===== config.mk =====
export PLATFORM = sky130hd
export DESIGN_NAME = acs_sequencer
export DESIGN_NICKNAME = d
export VERILOG_FILES = /design/src/rtl/acs_pkg.sv /design/src/rtl/acs_sequencer.sv /design/src/rtl/acs_clock_divider.sv
export SDC_FILE = /design/constraint.sdc
export NUM_CORES = 1
export LEC_CHECK = 0
export BUFFER_PORTS_ARGS = -buffer_cell sky130_fd_sc_hd__buf_2
export CORE_UTILIZATION = 50
export DETAILED_ROUTE_END_ITERATION = 6
export PLACE_DENSITY = 0.74
export SLEW_MARGIN = 30
export SYNTH_ARGS = -nofsm -noshare
export SYNTH_HDL_FRONTEND = slang
export SYNTH_SLANG_ARGS = --single-unit
export TNS_END_PERCENT = 10

===== constraint.sdc =====
create_clock -name clk -period 4.3 [get_ports clk]
set_input_delay 0.215 -clock clk [delete_from_list [all_inputs] [get_ports clk]]
set_output_delay 0.215 -clock clk [all_outputs]
set_load 0.01 [all_outputs]

===== src/rtl/acs_pkg.sv =====
// Package for the conversion sequencer: control-byte layout, mode codes and counts.
// Assumes a single 50 MHz system clock shared by every file that imports it.
package acs_pkg;

  // ----------------------------------------------------------------------
  // Control-byte fields
  // ----------------------------------------------------------------------
  localparam int CTL_POWER_HI_BIT = 7;
  localparam int CTL_POWER_LO_BIT = 6;
  localparam int CTL_ACQ_BIT = 5;
  localparam int CTL_RANGE_BIT = 4;
  localparam int CTL_POLARITY_BIT = 3;
  localparam int CTL_CHAN_MSB = 2;

  // ----------------------------------------------------------------------
  // Power-select codes
  // ----------------------------------------------------------------------
  localparam logic [1:0] PSEL_NORMAL_EXT = 2'h0;
  localparam logic [1:0] PSEL_NORMAL_INT = 2'h1;
  localparam logic [1:0] PSEL_STANDBY = 2'h2;
  localparam logic [1:0] PSEL_FULL = 2'h3;

  // ----------------------------------------------------------------------
  // Counts and reset values
  // ----------------------------------------------------------------------
  localparam int RESULT_BITS = 12;
  localparam logic [3:0] CONV_CYCLES = 4'hc;
  localparam logic [3:0] ACQ_CYCLES = 4'h6;
  localparam logic [7:0] CTL_RESET = 8'h00;
  localparam logic [11:0] BIPOLAR_OFFSET = 12'h800;
  localparam int CLK_MHZ = 50;
  localparam int INT_CLK_DIV_DEFAULT = 32;

  typedef enum logic [1:0] {
    ACS_IDLE,
    ACS_ACQUIRE,
    ACS_CONVERT
  } acs_state_e;

endpackage


===== src/rtl/acs_sequencer.sv =====
// Conversion sequencer: control byte, clock and acquisition modes, power-down, result latch.
// Assumes host strobes and the external conversion clock are synchronous to clk;
// the analog SAR delivers sar_result at the end of twelve conversion-clock cycles.
//
// Notes on behaviour
// - End-of-conversion flag goes low when a result is ready.
// - Flag returns high on first read or on a new control-byte write.
// - Top two bits choose clock mode; power-down codes keep previous clock mode.
// - Bit7=0, bit6=1 selects internal conversion clock.
// - Bit7=0, bit6=0 selects external conversion clock.
// - Both acquisition methods work identically with either clock.
// - Reset sets flag high, normal operation, external clock.
// - Power-down takes effect only after the conversion started by the power-down write completes.
// - Bus interface stays usable in power-down; result readable.
// - Write strobe falling edge during write leaves power-down.
// - Standby keeps bandgap and buffer on; full keeps only bandgap.
// - Unipolar results straight binary, bipolar twos complement, 4096 steps.
// - Power-select 00 ext, 01 int, 10 standby, 11 full power-down.
// - Every conversion takes exactly twelve conversion-clock cycles.
// - Control write during conversion aborts it and restarts acquisition.
// - Bit 3 clear is unipolar, set is bipolar coding.
`timescale 1ns/1ns
`default_nettype none
module acs_sequencer #(
  parameter int INT_CLK_DIV = acs_pkg::INT_CLK_DIV_DEFAULT
) (
  input wire logic clk,
  input wire logic reset,
  input wire logic chip_select_n,
  input wire logic write_n,
  input wire logic read_n,
  input wire logic [7:0] data_in,
  output logic [11:0] data_out,
  output logic data_oe,
  input wire logic ext_conv_clk,
  input wire logic [11:0] sar_result,
  output logic end_of_conv_n,
  output logic internal_clock_mode,
  output logic track,
  output logic converting,
  output logic bandgap_enable,
  output logic buffer_enable,
  output logic standby_powerdown,
  output logic full_powerdown,
  output logic polarity_select,
  output logic range_select,
  output logic [2:0] channel
);
  import acs_pkg::*;

  // ----------------------------------------------------------------------
  // Host strobes
  // ----------------------------------------------------------------------
  logic wr_q;
  logic rd_q;
  logic wr_active;
  logic rd_active;
  logic wr_fall;
  logic wr_rise;
  logic rd_fall;

  assign wr_active = !chip_select_n && !write_n;
  assign rd_active = !chip_select_n && !read_n;
  assign wr_fall = wr_active && !wr_q;
  assign wr_rise = !wr_active && wr_q;
  assign rd_fall = rd_active && !rd_q;

  always_ff @(posedge clk)
  begin
    if (reset)
    begin
      wr_q <= 1'b0;
      rd_q <= 1'b0;
    end
    else
    begin
      wr_q <= wr_active;
      rd_q <= rd_active;
    end
  end

  // ----------------------------------------------------------------------
  // Control byte and modes
  // ----------------------------------------------------------------------
  logic [7:0] ctl;
  logic acquisition_select;
  logic power_select_hi;
  logic power_select_lo;
  logic pd_request;
  logic pd_pending;
  logic pd_full;

  assign acquisition_select = ctl[CTL_ACQ_BIT];
  assign power_select_hi = data_in[CTL_POWER_HI_BIT];
  assign power_select_lo = data_in[CTL_POWER_LO_BIT];

  // Byte is latched at the rising edge, which is where the write completes.
  always_ff @(posedge clk)
  begin
    if (reset)
    begin
      ctl <= CTL_RESET;
    end
    else if (wr_rise)
    begin
      ctl <= data_in;
    end
  end

  always_ff @(posedge clk)
  begin
    if (reset)
    begin
      internal_clock_mode <= 1'b0;
    end
    else if (wr_rise && !power_select_hi)
    begin
      internal_clock_mode <= power_select_lo;
    end
  end

  assign polarity_select = ctl[CTL_POLARITY_BIT];
  assign range_select = ctl[CTL_RANGE_BIT];
  assign channel = ctl[CTL_CHAN_MSB:0];

  // ----------------------------------------------------------------------
  // Conversion clock
  // ----------------------------------------------------------------------
  logic int_tick;
  logic ext_q;
  logic conv_tick;
  logic powered;

  acs_clock_divider #(
    .DIV(INT_CLK_DIV)
  ) u_osc (
    .clk(clk),
    .reset(reset),
    .run(internal_clock_mode && powered),
    .tick(int_tick)
  );

  always_ff @(posedge clk)
  begin
    if (reset)
    begin
      ext_q <= 1'b0;
    end
    else
    begin
      ext_q <= ext_conv_clk;
    end
  end

  // One tick source feeds the same sequencer either way.
  assign conv_tick = internal_clock_mode ? int_tick : (ext_conv_clk && !ext_q);

  // ----------------------------------------------------------------------
  // Sequencer
  // ----------------------------------------------------------------------
  acs_state_e state;
  logic [3:0] count;
  logic done;

  assign done = (state == ACS_CONVERT) && conv_tick && (count == CONV_CYCLES - 4'h1);

  always_ff @(posedge clk)
  begin
    if (reset)
    begin
      state <= ACS_IDLE;
      count <= 4'h0;
    end
    else if (wr_rise)
    begin
      count <= 4'h0;
      if (data_in[CTL_ACQ_BIT] || state != ACS_ACQUIRE || ctl[CTL_ACQ_BIT] == 1'b0)
      begin
        state <= ACS_ACQUIRE;
      end
      else
      begin
        // Second write of an externally timed acquisition starts conversion.
        state <= ACS_CONVERT;
      end
    end
    else
    begin
      case (state)
        ACS_IDLE:
        begin
          count <= 4'h0;
        end
        ACS_ACQUIRE:
        begin
          if (!acquisition_select && conv_tick)
          begin
            if (count == ACQ_CYCLES - 4'h1)
            begin
              count <= 4'h0;
              state <= ACS_CONVERT;
            end
            else
            begin
              count <= count + 4'h1;
            end
          end
        end
        ACS_CONVERT:
        begin
          if (done)
          begin
            count <= 4'h0;
            state <= ACS_IDLE;
          end
          else if (conv_tick)
          begin
            count <= count + 4'h1;
          end
        end
        default:
        begin
          state <= ACS_IDLE;
          count <= 4'h0;
        end
      endcase
    end
  end

  assign track = (state == ACS_ACQUIRE);
  assign converting = (state == ACS_CONVERT);

  // ----------------------------------------------------------------------
  // Result latch and flag
  // ----------------------------------------------------------------------
  logic [11:0] result;

  // Bipolar SAR output is offset binary; flipping the top bit gives twos complement.
  always_ff @(posedge clk)
  begin
    if (reset)
    begin
      result <= 12'h000;
    end
    else if (done)
    begin
      result <= polarity_select ? (sar_result ^ BIPOLAR_OFFSET) : sar_result;
    end
  end

  always_ff @(posedge clk)
  begin
    if (reset)
    begin
      end_of_conv_n <= 1'b1;
    end
    else if (done)
    begin
      end_of_conv_n <= 1'b0;
    end
    else if (rd_fall || wr_fall)
    begin
      end_of_conv_n <= 1'b1;
    end
  end

  always_ff @(posedge clk)
  begin
    if (reset)
    begin
      data_out <= 12'h000;
    end
    else
    begin
      data_out <= result;
    end
  end

  assign data_oe = rd_active;

  // ----------------------------------------------------------------------
  // Power-down
  // ----------------------------------------------------------------------
  always_ff @(posedge clk)
  begin
    if (reset)
    begin
      pd_pending <= 1'b0;
      pd_full <= 1'b0;
    end
    else if (wr_rise)
    begin
      pd_pending <= power_select_hi;
      pd_full <= power_select_lo;
    end
    else if (wr_fall)
    begin
      // A waking write drops the old request, or the device would sleep again before its byte lands.
      pd_pending <= 1'b0;
    end
  end

  assign pd_request = pd_pending && (state == ACS_IDLE);

  always_ff @(posedge clk)
  begin
    if (reset)
    begin
      powered <= 1'b1;
    end
    else if (wr_fall)
    begin
      powered <= 1'b1;
    end
    else if (pd_request)
    begin
      powered <= 1'b0;
    end
  end

  assign standby_powerdown = !powered && !pd_full;
  assign full_powerdown = !powered && pd_full;
  assign bandgap_enable = 1'b1;
  assign buffer_enable = !full_powerdown;

  // Counts conversion-clock ticks apart from the sequencer's own counter.
  logic [3:0] seen_ticks;

  always_ff @(posedge clk)
  begin
    if (reset || !converting)
    begin
      seen_ticks <= 4'h0;
    end
    else if (conv_tick)
    begin
      seen_ticks <= seen_ticks + 4'h1;
    end
  end

  // ----------------------------------------------------------------------
  // Checks
  // ----------------------------------------------------------------------
  flag_on_done_a: assert property (@(posedge clk) disable iff (reset) done |=> !end_of_conv_n)
    else $error("flag not low after conversion end");
  flag_release_a: assert property (@(posedge clk) disable iff (reset)
    (!end_of_conv_n && rd_fall && !done) |=> end_of_conv_n)
    else $error("flag not released by read");
  clock_keep_a: assert property (@(posedge clk) disable iff (reset)
    (wr_rise && power_select_hi) |=> $stable(internal_clock_mode))
    else $error("power-down write changed clock mode");
  clock_int_a: assert property (@(posedge clk) disable iff (reset)
    (wr_rise && !power_select_hi && power_select_lo) |=> internal_clock_mode)
    else $error("internal clock not selected");
  clock_ext_a: assert property (@(posedge clk) disable iff (reset)
    (wr_rise && !power_select_hi && !power_select_lo) |=> !internal_clock_mode)
    else $error("external clock not selected");
  pd_wait_a: assert property (@(posedge clk) disable iff (reset)
    (converting && powered && !wr_rise) |=> powered)
    else $error("powered down during conversion");
  wake_write_a: assert property (@(posedge clk) disable iff (reset) wr_fall |=> powered)
    else $error("write did not wake device");
  buffer_mode_a: assert property (@(posedge clk) disable iff (reset)
    standby_powerdown |-> (buffer_enable && bandgap_enable))
    else $error("standby disabled reference buffer");
  abort_conv_a: assert property (@(posedge clk) disable iff (reset) (converting && wr_rise) |=> track)
    else $error("write did not abort conversion");
  result_hold_a: assert property (@(posedge clk) disable iff (reset) !done |=> $stable(result))
    else $error("result changed without conversion");
  conv_len_a: assert property (@(posedge clk) disable iff (reset) done |-> seen_ticks == CONV_CYCLES - 4'h1)
    else $error("conversion length wrong");

  conv_done_c: cover property (@(posedge clk) done);
  standby_c: cover property (@(posedge clk) standby_powerdown);
  full_pd_c: cover property (@(posedge clk) full_powerdown);
  int_conv_c: cover property (@(posedge clk) done && internal_clock_mode);
endmodule // acs_sequencer
`default_nettype wire


===== src/rtl/acs_clock_divider.sv =====
// Internal conversion-clock oscillator modelled as a divider of the system clock.
// Assumes synchronous active-high reset; tick is one system cycle wide.
`timescale 1ns/1ns
`default_nettype none
module acs_clock_divider #(
  parameter int DIV = 32
) (
  input wire logic clk,
  input wire logic reset,
  input wire logic run,
  output logic tick
);
  import acs_pkg::*;

  logic [15:0] count;

  // Stopped while not running so power-down really halts the oscillator.
  always_ff @(posedge clk)
  begin
    if (reset || !run)
    begin
      count <= 16'h0000;
      tick <= 1'b0;
    end
    else if (count == 16'(DIV - 1))
    begin
      count <= 16'h0000;
      tick <= 1'b1;
    end
    else
    begin
      count <= count + 16'h0001;
      tick <= 1'b0;
    end
  end
endmodule // acs_clock_divider
`default_nettype wire


==> metrics.yaml, run 1 <==
clocking:
  worstSkewPairLatency_ns: 0.33
  cts_setup_buffers: 0
  cts_resized: 0
  clk_pin_slew_ns: 0.07
  cts_sinks: 61
  hold_buffers: 0
  h-tree-depth: 3
  clk_path_buf_depth: 2
  cts_tree: "built"
  clock-root-buffer: "clkbuf_8"
  cts_buffers: 9
sta:
  max_freq_mhz: 491
  drv_slew: 0
  post-route-min-period_ns: 2.04
  fin_tns_setup_ns: 0
  slew_headroom: 0.396
  rsz0062_at_grt: "false"
  worst_slew_pin_slew_ns: 0.903
  period_share: 0.474
  layout_setup_ws_ns: 2.26
  setup_violations: 0
  hold_viol_final: 0
  fin_skew_ns: 0.00734
synth:
  synthTopCellsByArea: "dfxtp_1 (49%), mux2i_1 (7.6%), nor2_1 (6.9%)"
  ys_seq_area_frac: 0.490
  syn-cell-area_mm2: 0.00249
  ys_types: 41
  synth_cells: 261
  synth_top_cell_area_share: 0.490
  synth_top_cell_by_area: "dfxtp_1"
  ys_warn_count: 0
  synth_seq_cells: 61
  syn_area_per_cell_um2: 9.54
  syn_nets: 295
setup_path:
  worstRegToRegCells: 4
  crit_arrival_ns: 2.22
  crit_required_ns: 4.49
  worstPathCellList: "or3b_4 -> a211oi_4 -> mux2i_1 -> nor2_1"
  slowest_delay_ns: 0.79
  crit_path_start: "internal_clock_mode$_SDFFE_PP0P_"
  setup.worst_path.end: "result[1]$_SDFFE_PP0P_"
  critPathTopFamily: "compound AO/OA/AOI/OAI gates"
  crit_buf_inv: 0
  slowest_stage: "a211oi_4"
  cp.depth: 4
  cp-end-kind: "flop"
  regToRegEndpoint: "result[1]$_SDFFE_PP0P_"
  path_max_fanout: 14
  timing.rr.start: "internal_clock_mode$_SDFFE_PP0P_"
  start_kind: "flop"
  regToRegSetupSlack_ns: 2.26
  crit_type: "flop to flop"
cells_and_area:
  drive_above_1_share: 0.230
  antenna_cells: 0
  multi_input_area_mm2: 0.00116
  fillCellCount: 445
  final_util: 0.617
  nets: 342
  register_area_mm2: 0.00122
  syn_to_final_growth_pct: 17.8
die:
  core_mm2: 0.00475
  rows: 25
  die-area_mm2: 0.00527
  start_util: 0.524
  die_y_um: 72.6
  die_w_um: 72.6
  io_pins: 52
power_and_ir_drop:
  report.power.total_w: 0.00110
  leakage_nw: 1.18
  power.density_mw_per_mm2: 375
  ir_drop_v: 0.000245
hold_path:
  hold_path.class: "input pin to flop"
placement:
  io_buffers: 50
  hpwl_mm: 2.98
  gp_congestion: 0.822
  preCtsSetupSlack_ns: 2.25
route:
  avgViaCountPerCell: 4.81
  first_iter_violations: 70
  vias: 1826
  wl_mm: 4.22
  drtAntennaViolNets: 0
  avgRoutedWirePerCell_um: 11.1
  drc: 0
  drt_first_pass_iters: 4
grt:
  grt_pass1_vias: 1641
  grt_remaining_overflow: 0
  antenna_found_initial: 0
  grt_first_pass_wirelength_mm: 6.76
  grt_max_degree: 43
  track_usage: 0.171
run:
  cap_violations: 0
status:
  status: "completed"
where the power goes:
group          leakage, nW  total [W]  switching [W]  internal (W)
clock                0.103   0.000483       0.000203      0.000279
sequential           0.492   0.000572     0.00000230      0.000569
combinational        0.588  0.0000453      0.0000253     0.0000200
registers in the layout, summed over array words and instances, names as in the netlist:
signal,flops
result,12
count,4
internal_clock_mode,1
ctl,6
end_of_conv_n,1
u_osc.tick,1
ext_q,1
state,2
powered,1
u_osc.count,16
rd_q,1
pd_full,1
pd_pending,1
data_out,12
wr_q,1
layer usage:
layer / wire length (um) / share of wire / global-route usage
met3: 142 / 0.034 / 0.0681
met2: 1970 / 0.47 / 0.279
met4: 76 / 0.018 / 0.0871
met1: 2030 / 0.48 / 0.192
met5: 0 / 0 / 0
worst reg2reg max path, stage by stage, from the launching register on:
cell and delay, ns:
dfxtp_1 0.34, or3b_4 0.44, a211oi_4 0.79, mux2i_1 0.27, nor2_1 0.05
stage by stage:
step / hold slack, ns / instances / instance area (um^2)
finish: 0.0819 / 380 / 2930
global route: 0.0744 / 380 / 2930
CTS: 0.0653 / 380 / 2930
detailed placement: 0.425 / 364 / 2740
global placement: 0.422 / 364 / 2740
floorplan: 0.292 / 261 / 2490
final cells by class:
type,count,share of cell area
Sequential cell,61,0.416
Multi-Input combinational cell,178,0.394
Timing Repair Buffer,50,0.0853
Clock buffer,11,0.0482
Tap cell,67,0.0286
Clock inverter,5,0.0171
Inverter,8,0.0102
cells by family (layout without fill, tap and decap cells):
family                   count (synthesis)  count (layout)  share of synthesized area
AO/OA/AOI/OAI                           17              17                     0.0538
AND/OR/NAND/NOR                        118             118                      0.240
multiplexers                            19              19                     0.0764
XOR/XNOR                                15              15                     0.0528
adder cells (fa/ha/maj)                  8               8                     0.0402
flip-flops                              61              61                      0.490
buffers and inverters                   22              74                     0.0452
other                                    1               1                    0.00151
cell usage after synthesis (all sizes together):
| cell | n |
|---|---|
| a311o | 1 |
| o32ai | 1 |
| o21ai | 1 |
| and3 | 3 |
| a21oi | 6 |
| nand4 | 6 |
| o21bai | 1 |
| nor3 | 4 |
| a31oi | 2 |
| xnor2 | 4 |
| inv | 8 |
| xor2 | 11 |
| mux2i | 19 |
| and2 | 1 |
| nand2 | 14 |
| nor2b | 15 |
| a32oi | 1 |
| ha | 8 |
| buf | 7 |
| a32o | 1 |
| nand3 | 10 |
| nor2 | 47 |
| nand3b | 5 |
| nor4b | 1 |
| nand2b | 3 |
| nor4 | 2 |
| and4 | 2 |
| a211o | 1 |
| dfxtp | 61 |
| or3b | 1 |
| or2 | 3 |
| conb | 1 |
| a211oi | 2 |
| clkbuf | 7 |
| nand4b | 1 |
layout by cell type, fill, tap and decap left out, types with 3 or more instances in the layout:
cell type  count
xor2_1        11
nand2b_1       3
xnor2_1        4
ha_1           8
nor3_1         4
clkbuf_8      10
clkinv_2       4
buf_2         50
nand4_1        6
nor2_1        46
dfxtp_1       61
nand3_1        9
nand3b_1       5
a21oi_1        6
mux2i_1       19
nand2_1       14
nor2b_1       15
and3_1         3
inv_1          8
how the worst min path moves through the flow:
stage	startpoint	endpoint	slack, ns	depth (start not counted)
after CTS	read_n	rd_q$_SDFF_PP0_	0.07	2
after detailed placement	read_n	rd_q$_SDFF_PP0_	0.42	2
after global routing	read_n	rd_q$_SDFF_PP0_	0.07	2
final	read_n	rd_q$_SDFF_PP0_	0.08	2
after floorplan	read_n	rd_q$_SDFF_PP0_	0.29	1
after global placement	read_n	rd_q$_SDFF_PP0_	0.42	2
Note: power is estimated with default switching activity, not from simulation.
==> run 2: changes to the inputs <==
clock period = 2 ns   (was 4.3 ns; I/O delays follow)
==> metrics.yaml, run 2 (synthesis gave the netlist of run 1 again) <==
status:
  status: "completed"
route:
  avgRoutedWirePerCell_um: 12.1
  first_iter_violations: 81
  drtAntennaViolNets: 0
  drt_first_pass_iters: 4
  wl_mm: 4.85
  drc: 0
  vias: 1946
  avgViaCountPerCell: 4.84
clocking:
  clock-root-buffer: "clkbuf_8"
  h-tree-depth: 3
  cts_buffers: 9
  clk_pin_slew_ns: 0.07
  cts_sinks: 61
  cts_resized: 0
  worstSkewPairLatency_ns: 0.34
  cts_tree: "built"
  clk_path_buf_depth: 2
power_and_ir_drop:
  pwr-share-seq: 0.496
  power.density_mw_per_mm2: 780
  leakage_nw: 1.29
  p_int_w: 0.00194
  report.power.total_w: 0.00247
  pwr-share-clk: 0.452
  combPwrFrac: 0.051
  ir_drop_v: 0.000539
  switching_share: 0.216
  p_switching_w: 0.000535
grt:
  grt_remaining_overflow: 0
  antenna_found_initial: 0
  grt_first_pass_wirelength_mm: 7.96
  grt_max_degree: 30
  grt_pass1_vias: 1848
  track_usage: 0.200
cells_and_area:
  finalInstanceArea_mm2: 0.00317
  syn_to_final_growth_pct: 27.4
  drive_above_1_share: 0.230
  fin_cells: 402
  nets: 364
  final_common_cell: "dfxtp_1"
  reg_top3: "u_osc.count (16), data_out (12), result (12)"
  top_register: "u_osc.count"
  largest_reg_flops: 16
  mostFrequentLayoutCells: "dfxtp_1 (61), buf_2 (50), nor2_1 (46)"
  antenna_cells: 0
setup_path:
  crit_type: "input pin to flop"
  start_kind: "input pin"
  regToRegSetupSlack_ns: 0.21
  crit_required_ns: 2.23
  path_max_fanout: 6
  crit_arrival_ns: 2.05
  cp-end-kind: "flop"
sta:
  max_freq_mhz: 551
  fin_tns_setup_ns: 0
  hold_viol_final: 0
  drv_slew: 0
  layout_setup_ws_ns: 0.185
  post-route-min-period_ns: 1.81
  period_share: 0.907
  fin_skew_ns: 0.0101
  rsz0062_at_grt: "false"
  setup_violations: 0
placement:
  io_buffers: 50
  gp_congestion: 0.841
  dpl-instance-area_mm2: 0.00279
  preCtsSetupSlack_ns: 0.226
  place_inst: 369
  hpwl_mm: 3.20
die:
  core_mm2: 0.00475
  rows: 25
  die_y_um: 72.6
  start_util: 0.524
  io_pins: 52
  die-area_mm2: 0.00527
  die_w_um: 72.6
run:
  cap_violations: 0
hold_path:
  hold_path.class: "input pin to flop"
run 2: critical path, stage by stage:
cell and delay [ns]:
dlygate4sd3_1 0.52, buf_2 0.12, or3b_4 0.41, a21oi_1 0.24, or2_1 0.25, nand3_2 0.10, a311o_1 0.31
run 2: layer usage:
layer / wire, um / track usage / up-vias
met5: 0 / 0 / -
met4: 118 / 0.124 / 0
met3: 110 / 0.0458 / 9
met2: 2370 / 0.329 / 25
met1: 2250 / 0.235 / 905
li1: - / - / 1007
run 2: cell type report:
class	instances	area [um^2]
inverter	8	30.0
tap	67	83.8
timing repair buffer	72	470
multi-input combinational	178	1160
clock inverter	4	56.3
sequential	61	1220
clock buffer	12	155
fill	403	1580
run 2: final timing paths:
path                                         start                   endpoint  depth (start not counted)
setup reg to reg  internal_clock_mode$_SDFFE_PP0P_      state[1]$_SDFFE_PP0P_                          5
hold reg to reg          u_osc.count[0]$_SDFF_PP0_  u_osc.count[0]$_SDFF_PP0_                          1
hold / removal                       sar_result[9]     result[9]$_SDFFE_PP0P_                          3
setup / recovery                      ext_conv_clk      state[1]$_SDFFE_PP0P_                          7
run 2: per-stage QoR:
step	util	hold WS (ns)
after floorplan	-	0.177
after global placement	0.587	0.301
after detailed placement	0.587	0.300
after CTS	0.667	0.000253
after global routing	0.667	0.0364
final	0.667	0.00572
run 2: timing repair:
action / CTS / global route
hold endpoints to repair: 16 / 0
hold buffers: 17 / 0
endpoints found under the setup margin: 0 / 0
setup buffers: 0 / 0
run 2: power by group through the flow:
stage | clock network [W] | registers (W) | logic [W]
floorplan | 0 | 0.00126 | 0.0000592
global placement | 0 | 0.00126 | 0.0000989
detailed placement | 0 | 0.00126 | 0.0000998
CTS | 0.00114 | 0.00123 | 0.000125
global route | 0.00120 | 0.00123 | 0.000139
finish | 0.00112 | 0.00123 | 0.000127
==> run 3: changes to the inputs <==
SYNTH_HIERARCHICAL = 1   (was default)
==> metrics.yaml, run 3 <==
cells_and_area:
  largest_reg_flops: 16
  register_area_mm2: 0.00122
  fillCellCount: 413
  mostFrequentLayoutCells: "dfxtp_1 (61), buf_2 (50), nor2_1 (39)"
  syn_to_final_growth_pct: 25.9
  final_common_cell: "dfxtp_1"
  nets: 356
  fin_cells: 394
  antenna_cells: 0
  finalInstanceArea_mm2: 0.00322
  drive_above_1_share: 0.257
  reg_top3: "u_osc/count (16), data_out (12), result (12)"
  top_register: "u_osc/count"
  multi_input_area_mm2: 0.00122
power_and_ir_drop:
  p_switching_w: 0.000519
  leakage_nw: 1.29
  power.density_mw_per_mm2: 828
  pwr-share-seq: 0.460
  pwr-share-clk: 0.491
  p_int_w: 0.00215
  combPwrFrac: 0.049
  switching_share: 0.194
  ir_drop_v: 0.000668
setup_path:
  crit_arrival_ns: 2.01
  crit_required_ns: 2.21
  crit_type: "input pin to flop"
  path_max_fanout: 14
  cp-end-kind: "flop"
  start_kind: "input pin"
grt:
  grt.met2_usage: 0.356
  grt_max_degree: 35
  grtUsageMet1: 0.232
  grtUsageMet3: 0.0727
  grt_remaining_overflow: 0
  busiest_layer: "met2"
  antenna_found_initial: 0
  grt_first_pass_wirelength_mm: 8.40
  grt_pass1_vias: 1919
  track_usage: 0.209
sta:
  setup_violations: 0
  post-route-min-period_ns: 1.80
  layout_setup_ws_ns: 0.198
  fin_skew_ns: 0.00882
  rsz0062_at_grt: "false"
  fin_tns_setup_ns: 0
  drv_slew: 0
  period_share: 0.901
  hold_viol_final: 0
  max_freq_mhz: 555
die:
  start_util: 0.531
  io_pins: 52
  rows: 25
  core_mm2: 0.00482
  die_y_um: 73.6
  die_w_um: 73.6
  die-area_mm2: 0.00541
synth:
  ys_types: 50
  ys_warn_count: 6
  synth_top_cell_by_area: "dfxtp_1"
  synthTopCellsByArea: "dfxtp_1 (48%), mux2i_1 (7.8%), nor2_1 (5.7%)"
  synthArstFlopShare: 0
  syn-cell-area_mm2: 0.00256
  syn_nets: 292
  synth_top_cell_area_share: 0.477
  synth_cells: 258
  synth.most_common_cell: "dfxtp_1"
  syn_area_per_cell_um2: 9.92
  synth_ff_type: "dfxtp_1"
  ys_seq_area_frac: 0.477
  ys_top_cells_by_count: "dfxtp_1 (61), nor2_1 (39), mux2i_1 (20)"
  synth_edf_count: 0
  synth_seq_cells: 61
route:
  avgViaCountPerCell: 4.96
  drt_first_pass_iters: 4
  first_iter_violations: 46
  wl_mm: 5.09
  drtAntennaViolNets: 0
  drc: 0
  vias: 1955
  avgRoutedWirePerCell_um: 12.9
hold_path:
  hold_path.class: "input pin to flop"
placement:
  gp_congestion: 0.795
  dpl-instance-area_mm2: 0.00285
  hpwl_mm: 3.31
  io_buffers: 50
  place_inst: 365
  preCtsSetupSlack_ns: 0.241
clocking:
  clock-root-buffer: "clkbuf_8"
  h-tree-depth: 3
  cts_sinks: 61
  worstSkewPairLatency_ns: 0.33
  clk_path_buf_depth: 2
  cts_setup_buffers: 0
  cts_buffers: 9
  clk_pin_slew_ns: 0.06
  cts_tree: "built"
run:
  cap_violations: 0
status:
  status: "completed"
-- run 3: cell type report --
type                       count  share of cell area
clock buffer                  12              0.0450
inverter                      10              0.0116
timing repair buffer          67               0.131
tap                           67              0.0260
clock inverter                 4              0.0295
sequential                    61               0.379
multi-input combinational    173               0.378
-- run 3: kinds of logic (layout without fill, tap and decap cells) --
family                   count (synthesis)  after routing  share of synthesized area
buffers and inverters                   24             93                     0.0474
multiplexers                            20             20                     0.0782
other                                    1              1                    0.00146
XOR/XNOR                                15             15                     0.0513
AO/OA/AOI/OAI                           18             18                     0.0543
AND/OR/NAND/NOR                        111            111                      0.251
flip-flops                              61             61                      0.477
adder cells (fa/ha/maj)                  8              8                     0.0391
-- run 3: power by group through the flow --
| stage | combinational, W | sequential [W] | clock [W] |
|---|---|---|---|
| floorplan | 0.0000658 | 0.00126 | 0 |
| global placement | 0.000108 | 0.00126 | 0 |
| detailed placement | 0.000109 | 0.00126 | 0 |
| CTS | 0.000129 | 0.00123 | 0.00135 |
| global route | 0.000141 | 0.00123 | 0.00140 |
| finish | 0.000130 | 0.00123 | 0.00131 |
-- run 3: path summary, 6_finish.rpt --
| kind | from | endpoint | slack (ns) | cells after the start |
|---|---|---|---|---|
| max reg2reg | internal_clock_mode$_SDFFE_PP0P_ | result[7]$_SDFFE_PP0P_ | 0.23 | 6 |
| max | ext_conv_clk | result[7]$_SDFFE_PP0P_ | 0.20 | 8 |
| min | sar_result[9] | result[9]$_SDFFE_PP0P_ | 0.01 | 3 |
| min reg2reg | result[1]$_SDFFE_PP0P_ | data_out[1]$_SDFF_PP0_ | 0.46 | 1 |
-- run 3: through the flow --
step / total power (W) / utilization / hold WS (ns)
after detailed placement: 0.00137 / 0.592 / 0.304
after global placement: 0.00136 / 0.592 / 0.295
after global routing: 0.00277 / 0.669 / 0.0229
after floorplan: 0.00132 / - / 0.176
after CTS: 0.00270 / 0.669 / 0.0000445
final: 0.00267 / 0.669 / 0.0125
-- run 3: repair_timing --
item,CTS,global route
gates resized for setup,0,1
hold endpoints to repair,12,0
hold buffers,13,0
endpoints found under the setup margin,0,1
-- run 3: layer usage --
layer / vias up / share of wire
met3: 10 / 0.032
met2: 35 / 0.51
met1: 906 / 0.44
met4: 0 / 0.018
met5: - / 0
li1: 1004 / -
-- run 3: worst max-delay path, stage by stage --
cell           delay, ns
dlygate4sd3_1       0.52
buf_2               0.11
or3b_4              0.38
and2_4              0.18
nor3b_4             0.25
buf_12              0.19
mux2i_1             0.21
nor2_1              0.05
